## src/tblwt_defs.svh

```systemverilog
/*
 Timing counts, reset values and internal address limit for the table-write unit.
 Assumes inclusion by the unit and its bench only.
*/
`ifndef TBLWT_DEFS_SVH
`define TBLWT_DEFS_SVH
`define SHORT_WRITE_CYCLES 2
`define EXT_WRITE_CYCLES   2
`define LATCH_RESET        16'h0000
`define POINTER_RESET      16'h0000
`define INTERNAL_TOP_DEF   16'h3FFF
`endif

```

## src/tblwt_pkg.sv

```systemverilog
/*
 Types for the table-write unit.
 Assumes nothing beyond the defines header.
*/
package tblwt_pkg;
    typedef enum logic [1:0] {
        ST_IDLE,
        ST_EXT,
        ST_PROG,
        ST_SHORT
    } wr_state_e;

    typedef struct packed {
        logic       byte_high;
        logic       hold_pointer;
        logic [7:0] file_value;
    } table_write_op_s;

    typedef struct packed {
        logic [15:0] addr;
        logic [15:0] data;
    } mem_word_s;
endpackage : tblwt_pkg

```

## src/table_write_program_memory.sv

```systemverilog
/*
 Table-write execution unit: loads a latch byte, writes the 16-bit latch
 to program memory at the table pointer, then optionally advances it.
 Assumes the core issues one op pulse when idle and the interrupt and
 programming-voltage inputs arrive from outside the clock domain.
*/
// How it works
// - Full 16-bit latch written at pointer address
// - External write finishes in exactly two cycles
// - On-chip write runs until interrupt arrives
// - No programming voltage: two-cycle short write
// - Short write leaves on-chip word unchanged
// - Operand bit one holds pointer, zero increments
// - One word op, two or many cycles
// - Operand byte loads latch high or low
`timescale 1ns/1ns
`include "tblwt_defs.svh"
module table_write_program_memory
    import tblwt_pkg::*;
#(
    parameter logic [15:0] INTERNAL_TOP = `INTERNAL_TOP_DEF
) (
    // Clock and reset
    input  wire logic            clk,
    input  wire logic            rst_b,
    // Core request
    input  wire logic            op_valid,
    input  wire table_write_op_s table_write_op,
    output logic                 op_ready,
    output logic                 op_done,
    // Pins and events
    input  wire logic            interrupt_in,
    input  wire logic            reset_program_voltage_pin,
    // Program memory ports
    output logic                 ext_we,
    output logic                 int_prog_en,
    output mem_word_s            mem_word,
    // Visible state
    output logic [15:0]          program_write_latch,
    output logic [15:0]          table_address_pointer
);

    // ************************************
    // Input synchronisers
    // ************************************
    logic [1:0] irq_sync_r;
    logic [1:0] vpp_sync_r;
    logic       irq_seen;
    logic       vpp_ok;

    always_ff @(posedge clk or negedge rst_b) begin
        if (!rst_b)
            irq_sync_r <= 2'h0;
        else
            irq_sync_r <= {irq_sync_r[0], interrupt_in};
    end

    always_ff @(posedge clk or negedge rst_b) begin
        if (!rst_b)
            vpp_sync_r <= 2'h0;
        else
            vpp_sync_r <= {vpp_sync_r[0], reset_program_voltage_pin};
    end

    // Only the second stage is read, so no logic sees a metastable bit
    assign irq_seen = irq_sync_r[1];
    assign vpp_ok   = vpp_sync_r[1];

    // ************************************
    // Target decode
    // ************************************
    function automatic logic is_internal(input logic [15:0] a);
        is_internal = (a <= INTERNAL_TOP);
    endfunction : is_internal

    // Busy state entered when a request is taken
    function automatic wr_state_e start_state(input logic [15:0] a,
                                              input logic        v);
        if (!is_internal(a))
            start_state = ST_EXT;
        else if (v)
            start_state = ST_PROG;
        else
            start_state = ST_SHORT;
    endfunction : start_state

    // Last cycle of a fixed-length write
    function automatic logic timed_last(input wr_state_e  s,
                                        input logic [1:0] c);
        if (s == ST_EXT)
            timed_last = (c == 2'(`EXT_WRITE_CYCLES - 1));
        else if (s == ST_SHORT)
            timed_last = (c == 2'(`SHORT_WRITE_CYCLES - 1));
        else
            timed_last = 1'b0;
    endfunction : timed_last

    // ************************************
    // Request handshake
    // ************************************
    wr_state_e   state_r;
    logic        hold_r;
    logic [1:0]  cnt_r;
    logic [15:0] latch_nxt;
    logic        take;
    logic        finish;

    assign op_ready = (state_r == ST_IDLE);
    assign take     = op_valid && op_ready;
    assign finish   = timed_last(state_r, cnt_r)
                      || (state_r == ST_PROG && irq_seen);

    // ************************************
    // Latch load
    // ************************************
    always_comb begin
        latch_nxt = program_write_latch;
        if (table_write_op.byte_high)
            latch_nxt[15:8] = table_write_op.file_value;
        else
            latch_nxt[7:0] = table_write_op.file_value;
    end

    always_ff @(posedge clk or negedge rst_b) begin
        if (!rst_b)
            program_write_latch <= `LATCH_RESET;
        else if (take)
            program_write_latch <= latch_nxt;
    end

    // ************************************
    // Write sequencer
    // ************************************
    always_ff @(posedge clk or negedge rst_b) begin
        if (!rst_b) begin
            state_r <= ST_IDLE;
        end else begin
            unique case (state_r)
                ST_IDLE: begin
                    if (take)
                        state_r <= start_state(table_address_pointer,
                                               vpp_ok);
                end
                ST_EXT, ST_SHORT: begin
                    if (timed_last(state_r, cnt_r))
                        state_r <= ST_IDLE;
                end
                ST_PROG: begin
                    if (irq_seen)
                        state_r <= ST_IDLE;
                end
            endcase
        end
    end

    // ************************************
    // Step counter
    // ************************************
    // Idle preloads the first step of a fixed-length write
    always_ff @(posedge clk or negedge rst_b) begin
        if (!rst_b)
            cnt_r <= 2'h0;
        else if (state_r == ST_IDLE)
            cnt_r <= 2'h1;
        else if (state_r != ST_PROG)
            cnt_r <= cnt_r + 2'h1;
    end

    // ************************************
    // Operand hold
    // ************************************
    always_ff @(posedge clk or negedge rst_b) begin
        if (!rst_b)
            hold_r <= 1'b0;
        else if (take)
            hold_r <= table_write_op.hold_pointer;
    end

    // ************************************
    // Memory drive
    // ************************************
    always_ff @(posedge clk or negedge rst_b) begin
        if (!rst_b)
            ext_we <= 1'b0;
        else
            ext_we <= take && (start_state(table_address_pointer, vpp_ok)
                               == ST_EXT);
    end

    // A short write raises neither strobe, so the cell keeps its word
    always_ff @(posedge clk or negedge rst_b) begin
        if (!rst_b)
            int_prog_en <= 1'b0;
        else if (take)
            int_prog_en <= (start_state(table_address_pointer, vpp_ok)
                            == ST_PROG);
        else
            int_prog_en <= (state_r == ST_PROG) && !irq_seen;
    end

    always_ff @(posedge clk or negedge rst_b) begin
        if (!rst_b)
            mem_word <= '0;
        else if (take)
            mem_word <= '{addr: table_address_pointer,
                          data: latch_nxt};
    end

    // ************************************
    // Completion
    // ************************************
    always_ff @(posedge clk or negedge rst_b) begin
        if (!rst_b)
            op_done <= 1'b0;
        else
            op_done <= finish;
    end

    // ************************************
    // Pointer update
    // ************************************
    // Pointer moves with completion, so a refused request never moves it
    always_ff @(posedge clk or negedge rst_b) begin
        if (!rst_b)
            table_address_pointer <= `POINTER_RESET;
        else if (finish && !hold_r)
            table_address_pointer <= table_address_pointer + 16'h0001;
    end

endmodule : table_write_program_memory

```

## config.mk

```make
export PLATFORM = sky130hd
export DESIGN_NAME = table_write_program_memory
export DESIGN_NICKNAME = d
export VERILOG_FILES = /design/src/tblwt_pkg.sv /design/src/table_write_program_memory.sv
export VERILOG_INCLUDE_DIRS = /design/src
export SDC_FILE = /design/constraint.sdc
export NUM_CORES = 1
export LEC_CHECK = 0
export BUFFER_PORTS_ARGS = -buffer_cell sky130_fd_sc_hd__buf_4
export CELL_PAD_IN_SITES_DETAIL_PLACEMENT = 0
export CELL_PAD_IN_SITES_GLOBAL_PLACEMENT = 1
export CORE_AREA = 2 2 73 127
export DETAILED_ROUTE_END_ITERATION = 7
export DIE_AREA = 0 0 75 129
export GPL_ROUTABILITY_DRIVEN = 1
export PLACE_DENSITY_LB_ADDON = 0.1
export SLEW_MARGIN = 20
export SYNTH_ARGS = -nofsm -noshare
export SYNTH_HDL_FRONTEND = slang
export SYNTH_SLANG_ARGS = --single-unit
```

## constraint.sdc

```tcl
create_clock -name clk -period 2.5 [get_ports clk]
set_clock_uncertainty 0.2 [all_clocks]
set_input_delay 0.125 -clock clk [delete_from_list [all_inputs] [get_ports clk]]
set_output_delay 0.125 -clock clk [all_outputs]
set_load 0.005 [all_outputs]
```

==> run summary, run 1 <==
Slew Viols, Final = 0
Mapped Nets = 234
placed cells = 397
IO Pins = 83
period utilization = 0.742
Buffers on Ports = 82
Synth Area in Adders = 0.00997
final setup fails = 0
TritonRoute pass-1 iters = 4
CP top delay family = compound AO/OA/AOI/OAI gates
vias in the first global route = 1835
CTS clk-pin slew, worst paths = 0.05 ns
Synth Register Bits = 60
Gates resized, CTS repair = 0
final antenna diode count = 0
CTS buffer count = 9
final total power = 3980 uW
number of DRC markers in iteration 0 = 50
crit path cell chain = inv_1 -> ha_1 -> nand2_2 -> a21oi_1 -> nand4_1 -> xnor2_1
Max-cap violations = 0
Fillers = 856
TNS Setup = 0 ns
Final Instance Count excl. Fillers = 425
fmax = 0.539 GHz
Die X = 75 microns
placed cell area = 0.00315 sq mm
xor/xnor cell area share of the yosys netlist = 0.0523
via count = 1837
Critical Path Start Type = flip-flop
Crit-path slowest cell = a21oi_1
first-pass GRT wire length = 9.45 mm
buffers plus inverters on the worst setup path = 1
cell count after synthesis = 217
Clock Latency Late Sink = 0.33 ns
hpwl dp = 4.09 mm
area share of and/or/nand/nor cells after synthesis = 0.160
Max FO, Critical Path = 5
maximum vdd drop = 0.000558 V
LEAKAGE = 0.00175 uW
unrepaired setup endpoints after global routing = false
area of the core = 0.00861 sq mm
synth warn = 0
slowest stage delay, CP = 0.43 ns
Slew headroom = 0.480
Worst Path Required = 2.51 ns
Cell Rows = 45
Final ANT Viol Nets = 0
Post-Syn Area = 0.00251 sq mm
GRT Total Usage = 0.134
Post-Syn Area per Cell = 11.6 sq um
final wirelength = 6.00 mm
final hold vios = 0
Avg WL per Cell = 14.1 microns
Seq/Total Area, Yosys = 0.598
largest family of logic cells by synthesized area = simple AND/OR/NAND/NOR gates
crit path kind = reg2reg
P per Cell Area = 1110 mW/mm^2
status = finished clean
clock buffer depth = 2
area of the die = 0.00968 sq mm
H-Tree Depth = 3
Clk Tree Root Cell = clkbuf_16
CTS tree = built
CP endpoint kind = flip-flop
Layout area overhead = 43.0%
layout cells sized above 1 = 0.399
clock period minus final worst setup slack = 1.85 ns
Final GP Congestion = 0.729
drt drc = 0
worst endpoint data arrival time = 1.87 ns
initial core utilization = 0.292
Yosys cell types = 25
CTS sink count = 60
Worst Max-Slew Pin Slew = 0.781 ns
Total Nets Final = 320
die height = 129 microns
Worst Hold Class = in2reg
total grt overflow = 0
mux contribution to synthesized area = 0.0807
Design Area, Final = 0.00359 sq mm
largest net degree at the start of global routing = 61
vias per cell = 4.32
Synth Area in Compound Gates = 0.0349
initial antenna violation count = 0
==> cell usage in the layout (no fill, tap or decap), types with 3 or more instances in the layout <==
| master | instances |
|---|---|
| dfrtp_1 | 60 |
| xnor2_1 | 12 |
| clkbuf_16 | 9 |
| nand3_1 | 6 |
| nand2_1 | 56 |
| mux2_2 | 18 |
| and3_1 | 4 |
| inv_1 | 5 |
| dlygate4sd3_1 | 12 |
| o21ai_0 | 4 |
| nor2_1 | 5 |
| nand4_1 | 8 |
| buf_4 | 84 |
| clkinv_4 | 3 |
| xor2_1 | 3 |
==> final timing paths <==
| kind | end | slack (ns) | depth (start not counted) | start |
|---|---|---|---|---|
| worst max-delay path | table_address_pointer[11]$_DFFE_PN0P_ | 0.65 | 6 | cnt_r[1]$_DFFE_PN0P_ |
| worst min-delay path | int_prog_en$_DFF_PN0_ | 0.005 | 4 | op_valid |
| worst max register to register | table_address_pointer[11]$_DFFE_PN0P_ | 0.65 | 6 | cnt_r[1]$_DFFE_PN0P_ |
| worst min register to register | vpp_sync_r[1]$_DFF_PN0_ | 0.14 | 0 | vpp_sync_r[0]$_DFF_PN0_ |
| max in group asynchronous | mem_word[13]$_DFFE_PN0P_ | 1.36 | 2 | rst_b |
| min in group asynchronous | ext_we$_DFF_PN0_ | 0.23 | 2 | rst_b |
==> cells by family after synthesis <==
group	count (synthesis)
XOR/XNOR	15
AND/OR/NAND/NOR	87
flip-flops	60
buffers and inverters	26
multiplexers	18
adder cells (fa/ha/maj)	2
AO/OA/AOI/OAI	9
==> cell usage after synthesis, drive strengths merged <==
cell type	n	area, sq um
nand2	57	216
xor2	3	26.3
nand4	8	50.1
a21oi	2	10.0
nor3	2	10.0
clkbuf	2	7.51
a211oi	1	20.0
mux2	18	203
nor2	6	30.0
ha	2	25.0
dfrtp	60	1500
nand3	6	30.0
xnor2	12	105
a2111oi	1	27.5
o21ai	4	20.0
and3	4	25.0
nand3b	1	20.0
a32o	1	10.0
nor3b	1	7.51
buf	19	135
and2	2	12.5
inv	5	18.8
==> state kept, by name, indices dropped and copies added, names as in the netlist <==
name,flops
cnt_r,2
vpp_sync_r,2
irq_sync_r,2
ext_we,1
mem_word,32
table_address_pointer,16
int_prog_en,1
hold_r,1
op_done,1
state_r,2
==> routing by layer <==
metal / GRT usage / vias to the layer above / wire length (microns)
li1: - / 881 / -
met1: 0.153 / 876 / 2470
met5: 0 / - / 0
met2: 0.219 / 71 / 3050
met3: 0.0439 / 9 / 339
met4: 0.0693 / 0 / 134
==> stage by stage <==
stage / util / hold WS, ns / setup slack [ns]
final: 0.417 / 0.00484 / 0.645
after global placement: 0.365 / 0.0345 / 0.619
after global routing: 0.417 / 0.0123 / 0.491
after detailed placement: 0.365 / 0.0371 / 0.614
after floorplan: - / -0.371 / 0.827
after CTS: 0.417 / 0.00112 / 0.613
==> final cells by class <==
type | count | area, sq um | share of cell area
clock inverter | 7 | 101 | 0.0282
tap | 117 | 146 | 0.0408
multi-input combinational | 131 | 848 | 0.236
sequential | 60 | 1500 | 0.418
inverter | 5 | 18.8 | 0.00522
clock buffer | 9 | 225 | 0.0627
timing repair buffer | 96 | 751 | 0.209
==> worst min-delay path, delay by kind of cell <==
kind	cells	cell delay [ns]
muxes	1	0.14
and+or+nand+nor	2	0.11
buffers and inverters	1	0.13
==> power by group <==
part / internal (uW) / switching [uW] / leakage [uW]
sequential: 1230 / 252 / 0.000769
clock: 876 / 456 / 0.000152
combinational: 695 / 470 / 0.000830
==> repair_timing <==
action,in CTS,in global routing
hold endpoints to repair,79,0
setup buffers,0,0
hold buffers,12,0
Power figures use the tool's default switching activity.
==> inputs of run 2 (changes only) <==
==> constraint.sdc (replaced) <==
create_clock -name clk -period 1.6 [get_ports clk]
set_clock_uncertainty 0.2 [all_clocks]
set_input_delay 0.08 -clock clk [delete_from_list [all_inputs] [get_ports clk]]
set_output_delay 0.08 -clock clk [all_outputs]
set_load 0.005 [all_outputs]
==> run 2 against run 1 <==
  * The run now ends with setup timing left
  * Register-to-register slack got worse by 0.71 ns
  * Largest power group is now combinational cells
  * Global-route usage rose by 0.76 points
  * Highest routed layer unchanged
  * Sequential cell count did not move
  * Cell count rose by 9.4%
  * Power rose by 66%
  * Wire length rose by 4.7%
  * Fmax rose by 11%
  * Clock-buffer cell count rose by 1
==> run summary, run 2 (same netlist as run 1, synthesis figures left out) <==
Flop pwr share = 0.341 (was 0.373)
final antenna diode count = 0 (unchanged)
met3 Usage GRT = 0.0384 (was 0.0439)
failing checks = setup timing
Hold WS = 0.0738 ns (was 0.00484 ns)
launching element of the worst setup path = cnt_r[1]$_DFFE_PN0P_ (unchanged)
Final GP Congestion = 0.744 (was 0.729)
Pint = 4640 uW (was 2800 uW)
final hold vios = 0 (unchanged)
reg2reg end = table_address_pointer[1]$_DFFE_PN0P_ (was table_address_pointer[11]$_DFFE_PN0P_)
Worst Hold Class = in2async (was in2reg)
fmax = 0.600 GHz (was 0.539 GHz)
vias in the first global route = 2080 (was 1835)
max reg flops = 32 (unchanged)
CP top delay family = flip-flops (was compound AO/OA/AOI/OAI gates)
CTS clk-pin slew, worst paths = 0.05 ns (about the same)
initial antenna violation count = 0 (unchanged)
switching part of the total = 0.296 (about the same)
Final WS setup = -0.0656 ns (was 0.645 ns)
Buffers on Ports = 82 (unchanged)
placed cell area = 0.00339 sq mm (was 0.00315 sq mm)
NetSw = 1950 uW (was 1180 uW)
area of the core = 0.00861 sq mm (unchanged)
TNS Setup = -0.550 ns (was 0 ns)
Slew Viols, Final = 0 (unchanged)
Fillers = 855 (was 856)
Worst Path Required = 1.61 ns (was 2.51 ns)
largest registers = mem_word: 32 flops, table_address_pointer: 16 flops (unchanged)
CP endpoint kind = flip-flop (unchanged)
CTS tree = built (unchanged)
status = complete, but fails checks (was finished clean)
largest net degree at the start of global routing = 38 (was 61)
slowest stage delay, CP = 0.38 ns (was 0.43 ns)
Max-cap violations = 0 (unchanged)
P per Cell Area = 1630 mW/mm^2 (was 1110 mW/mm^2)
Slew headroom = 0.668 (was 0.480)
H-Tree Depth = 3 (unchanged)
Design Area, Final = 0.00403 sq mm (was 0.00359 sq mm)
final total power = 6590 uW (was 3980 uW)
Logic pwr share = 0.373 (was 0.293)
layout cells sized above 1 = 0.511 (was 0.399)
Die X = 75 microns (unchanged)
vias per cell = 4.27 (was 4.32)
Final Instance Count excl. Fillers = 465 (was 425)
maximum vdd drop = 0.000912 V (was 0.000558 V)
total grt overflow = 0 (unchanged)
Crit-path slowest cell = dfrtp_1 (was a21oi_1)
GR peak layer = met2 (unchanged)
Cell Rows = 45 (unchanged)
R2R cell count = 6 (unchanged)
placed cells = 426 (was 397)
Avg WL per Cell = 13.5 microns (was 14.1 microns)
Total Nets Final = 360 (was 320)
register with the most flip-flops = mem_word (unchanged)
Clock Latency Late Sink = 0.32 ns (was 0.33 ns)
GRT Total Usage = 0.142 (was 0.134)
most common cell after layout, fill and taps aside = buf_4 (unchanged)
CTS buffer count = 9 (unchanged)
TritonRoute pass-1 iters = 3 (was 4)
Critical Path Start Type = flip-flop (unchanged)
Global Route met2 Usage = 0.238 (was 0.219)
clock buffer depth = 2 (unchanged)
Worst Max-Slew Pin Slew = 0.498 ns (was 0.781 ns)
R2R Path Start = cnt_r[1]$_DFFE_PN0P_ (unchanged)
initial core utilization = 0.292 (unchanged)
Clk Tree Root Cell = clkbuf_16 (unchanged)
crit path cell chain = inv_2 -> ha_4 -> nand2_4 -> buf_4 -> a21oi_4 -> mux2_4 (was inv_1 -> ha_1 -> nand2_2 -> a21oi_1 -> nand4_1 -> xnor2_1)
unrepaired setup endpoints after global routing = true (was false)
via count = 1987 (was 1837)
die height = 129 microns (unchanged)
area of the die = 0.00968 sq mm (unchanged)
R2R setup slack = -0.07 ns (was 0.65 ns)
clock period minus final worst setup slack = 1.67 ns (was 1.85 ns)
buffers plus inverters on the worst setup path = 2 (was 1)
number of DRC markers in iteration 0 = 47 (was 50)
period utilization = 1.04 (was 0.742)
GRT met1 Usage = 0.165 (was 0.153)
Final ANT Viol Nets = 0 (unchanged)
drt drc = 0 (unchanged)
commonest non-fill, non-tap cells in the layout = 114 x buf_4, 59 x dfrtp_1, 52 x nand2_1, 15 x mux2_2, 14 x dlygate4sd3_1 (was 84 x buf_4, 60 x dfrtp_1, 56 x nand2_1, 18 x mux2_2)
worst endpoint data arrival time = 1.68 ns (was 1.87 ns)
Layout area overhead = 60.5% (was 43.0%)
final wirelength = 6.28 mm (was 6.00 mm)
crit path kind = reg2reg (unchanged)
final setup fails = 23 (was 0)
hpwl dp = 4.41 mm (was 4.09 mm)
Max FO, Critical Path = 5 (unchanged)
IO Pins = 83 (unchanged)
Clock Power Share = 0.287 (was 0.335)
LEAKAGE = 0.00202 uW (was 0.00175 uW)
CTS sink count = 60 (unchanged)
first-pass GRT wire length = 10.2 mm (was 9.45 mm)
==> run 2: cell types whose count changed in the layout (fill, tap and decap cells not counted), sizes merged <==
| cell | change |
|---|---|
| inv | +1 |
| bufinv | -1 |
| dlygate4sd3 | +2 |
| buf | +38 |
| clkbuf | +1 |
| clkinv | -1 |
==> run 2: area by class of cell <==
cell class / instances / area, sq um / share of cell area
Sequential cell: 60 / 1500 / 0.373
Timing Repair Buffer: 136 / 1110 / 0.276
Multi-Input combinational cell: 131 / 958 / 0.238
Clock buffer: 10 / 229 / 0.0568
Tap cell: 117 / 146 / 0.0363
Clock inverter: 6 / 63.8 / 0.0158
Inverter: 5 / 18.8 / 0.00466
==> run 2: repair_timing <==
action	4_1_cts	5_1_grt
gates resized for setup	18	12
buffers inserted	5	4
hold endpoints to repair	80	0
hold buffers	14	0
pin swaps	15	6
endpoints found under the setup margin	32	46
==> run 2: routing by layer <==
metal | up-vias | share of wire
met2 | 68 | 0.53
li1 | 957 | -
met3 | 10 | 0.055
met4 | 0 | 0.020
met1 | 952 | 0.39
met5 | - | 0
==> run 2: worst reg2reg max path, delay by kind of cell, from the launching register on <==
kind | cells | cell delay [ns]
AOI/OAI and AO/OA | 1 | 0.22
adders and majority gates | 1 | 0.14
buffers and inverters | 2 | 0.22
muxes | 1 | 0.32
DFF | 1 | 0.38
and+or+nand+nor | 1 | 0.07
==> run 2: how the worst max path moves through the flow <==
| stage | to | cells after the start |
|---|---|---|
| after CTS | table_address_pointer[13]$_DFFE_PN0P_ | 7 |
| after global placement | table_address_pointer[13]$_DFFE_PN0P_ | 6 |
| final | table_address_pointer[1]$_DFFE_PN0P_ | 6 |
| after global routing | table_address_pointer[13]$_DFFE_PN0P_ | 7 |
| after detailed placement | table_address_pointer[13]$_DFFE_PN0P_ | 6 |
| after floorplan | table_address_pointer[15]$_DFFE_PN0P_ | 4 |
==> run 2: power groups by stage <==
stage          registers [uW]  clock network [uW]  logic, uW
4_1_cts                  2250                1950       2380
3_3_place_gp             2250                   0       2190
5_1_grt                  2310                2020       2710
6_report                 2250                1890       2460
2_1_floorplan            2310                   0       1010
3_5_place_dp             2270                   0       2190
==> run 2: metrics by stage <==
stage	worst slack [ns]	util
2_1_floorplan	-0.0376	-
3_3_place_gp	-0.156	0.394
3_5_place_dp	-0.175	0.394
4_1_cts	-0.101	0.457
5_1_grt	-0.135	0.468
6_report	-0.0656	0.468
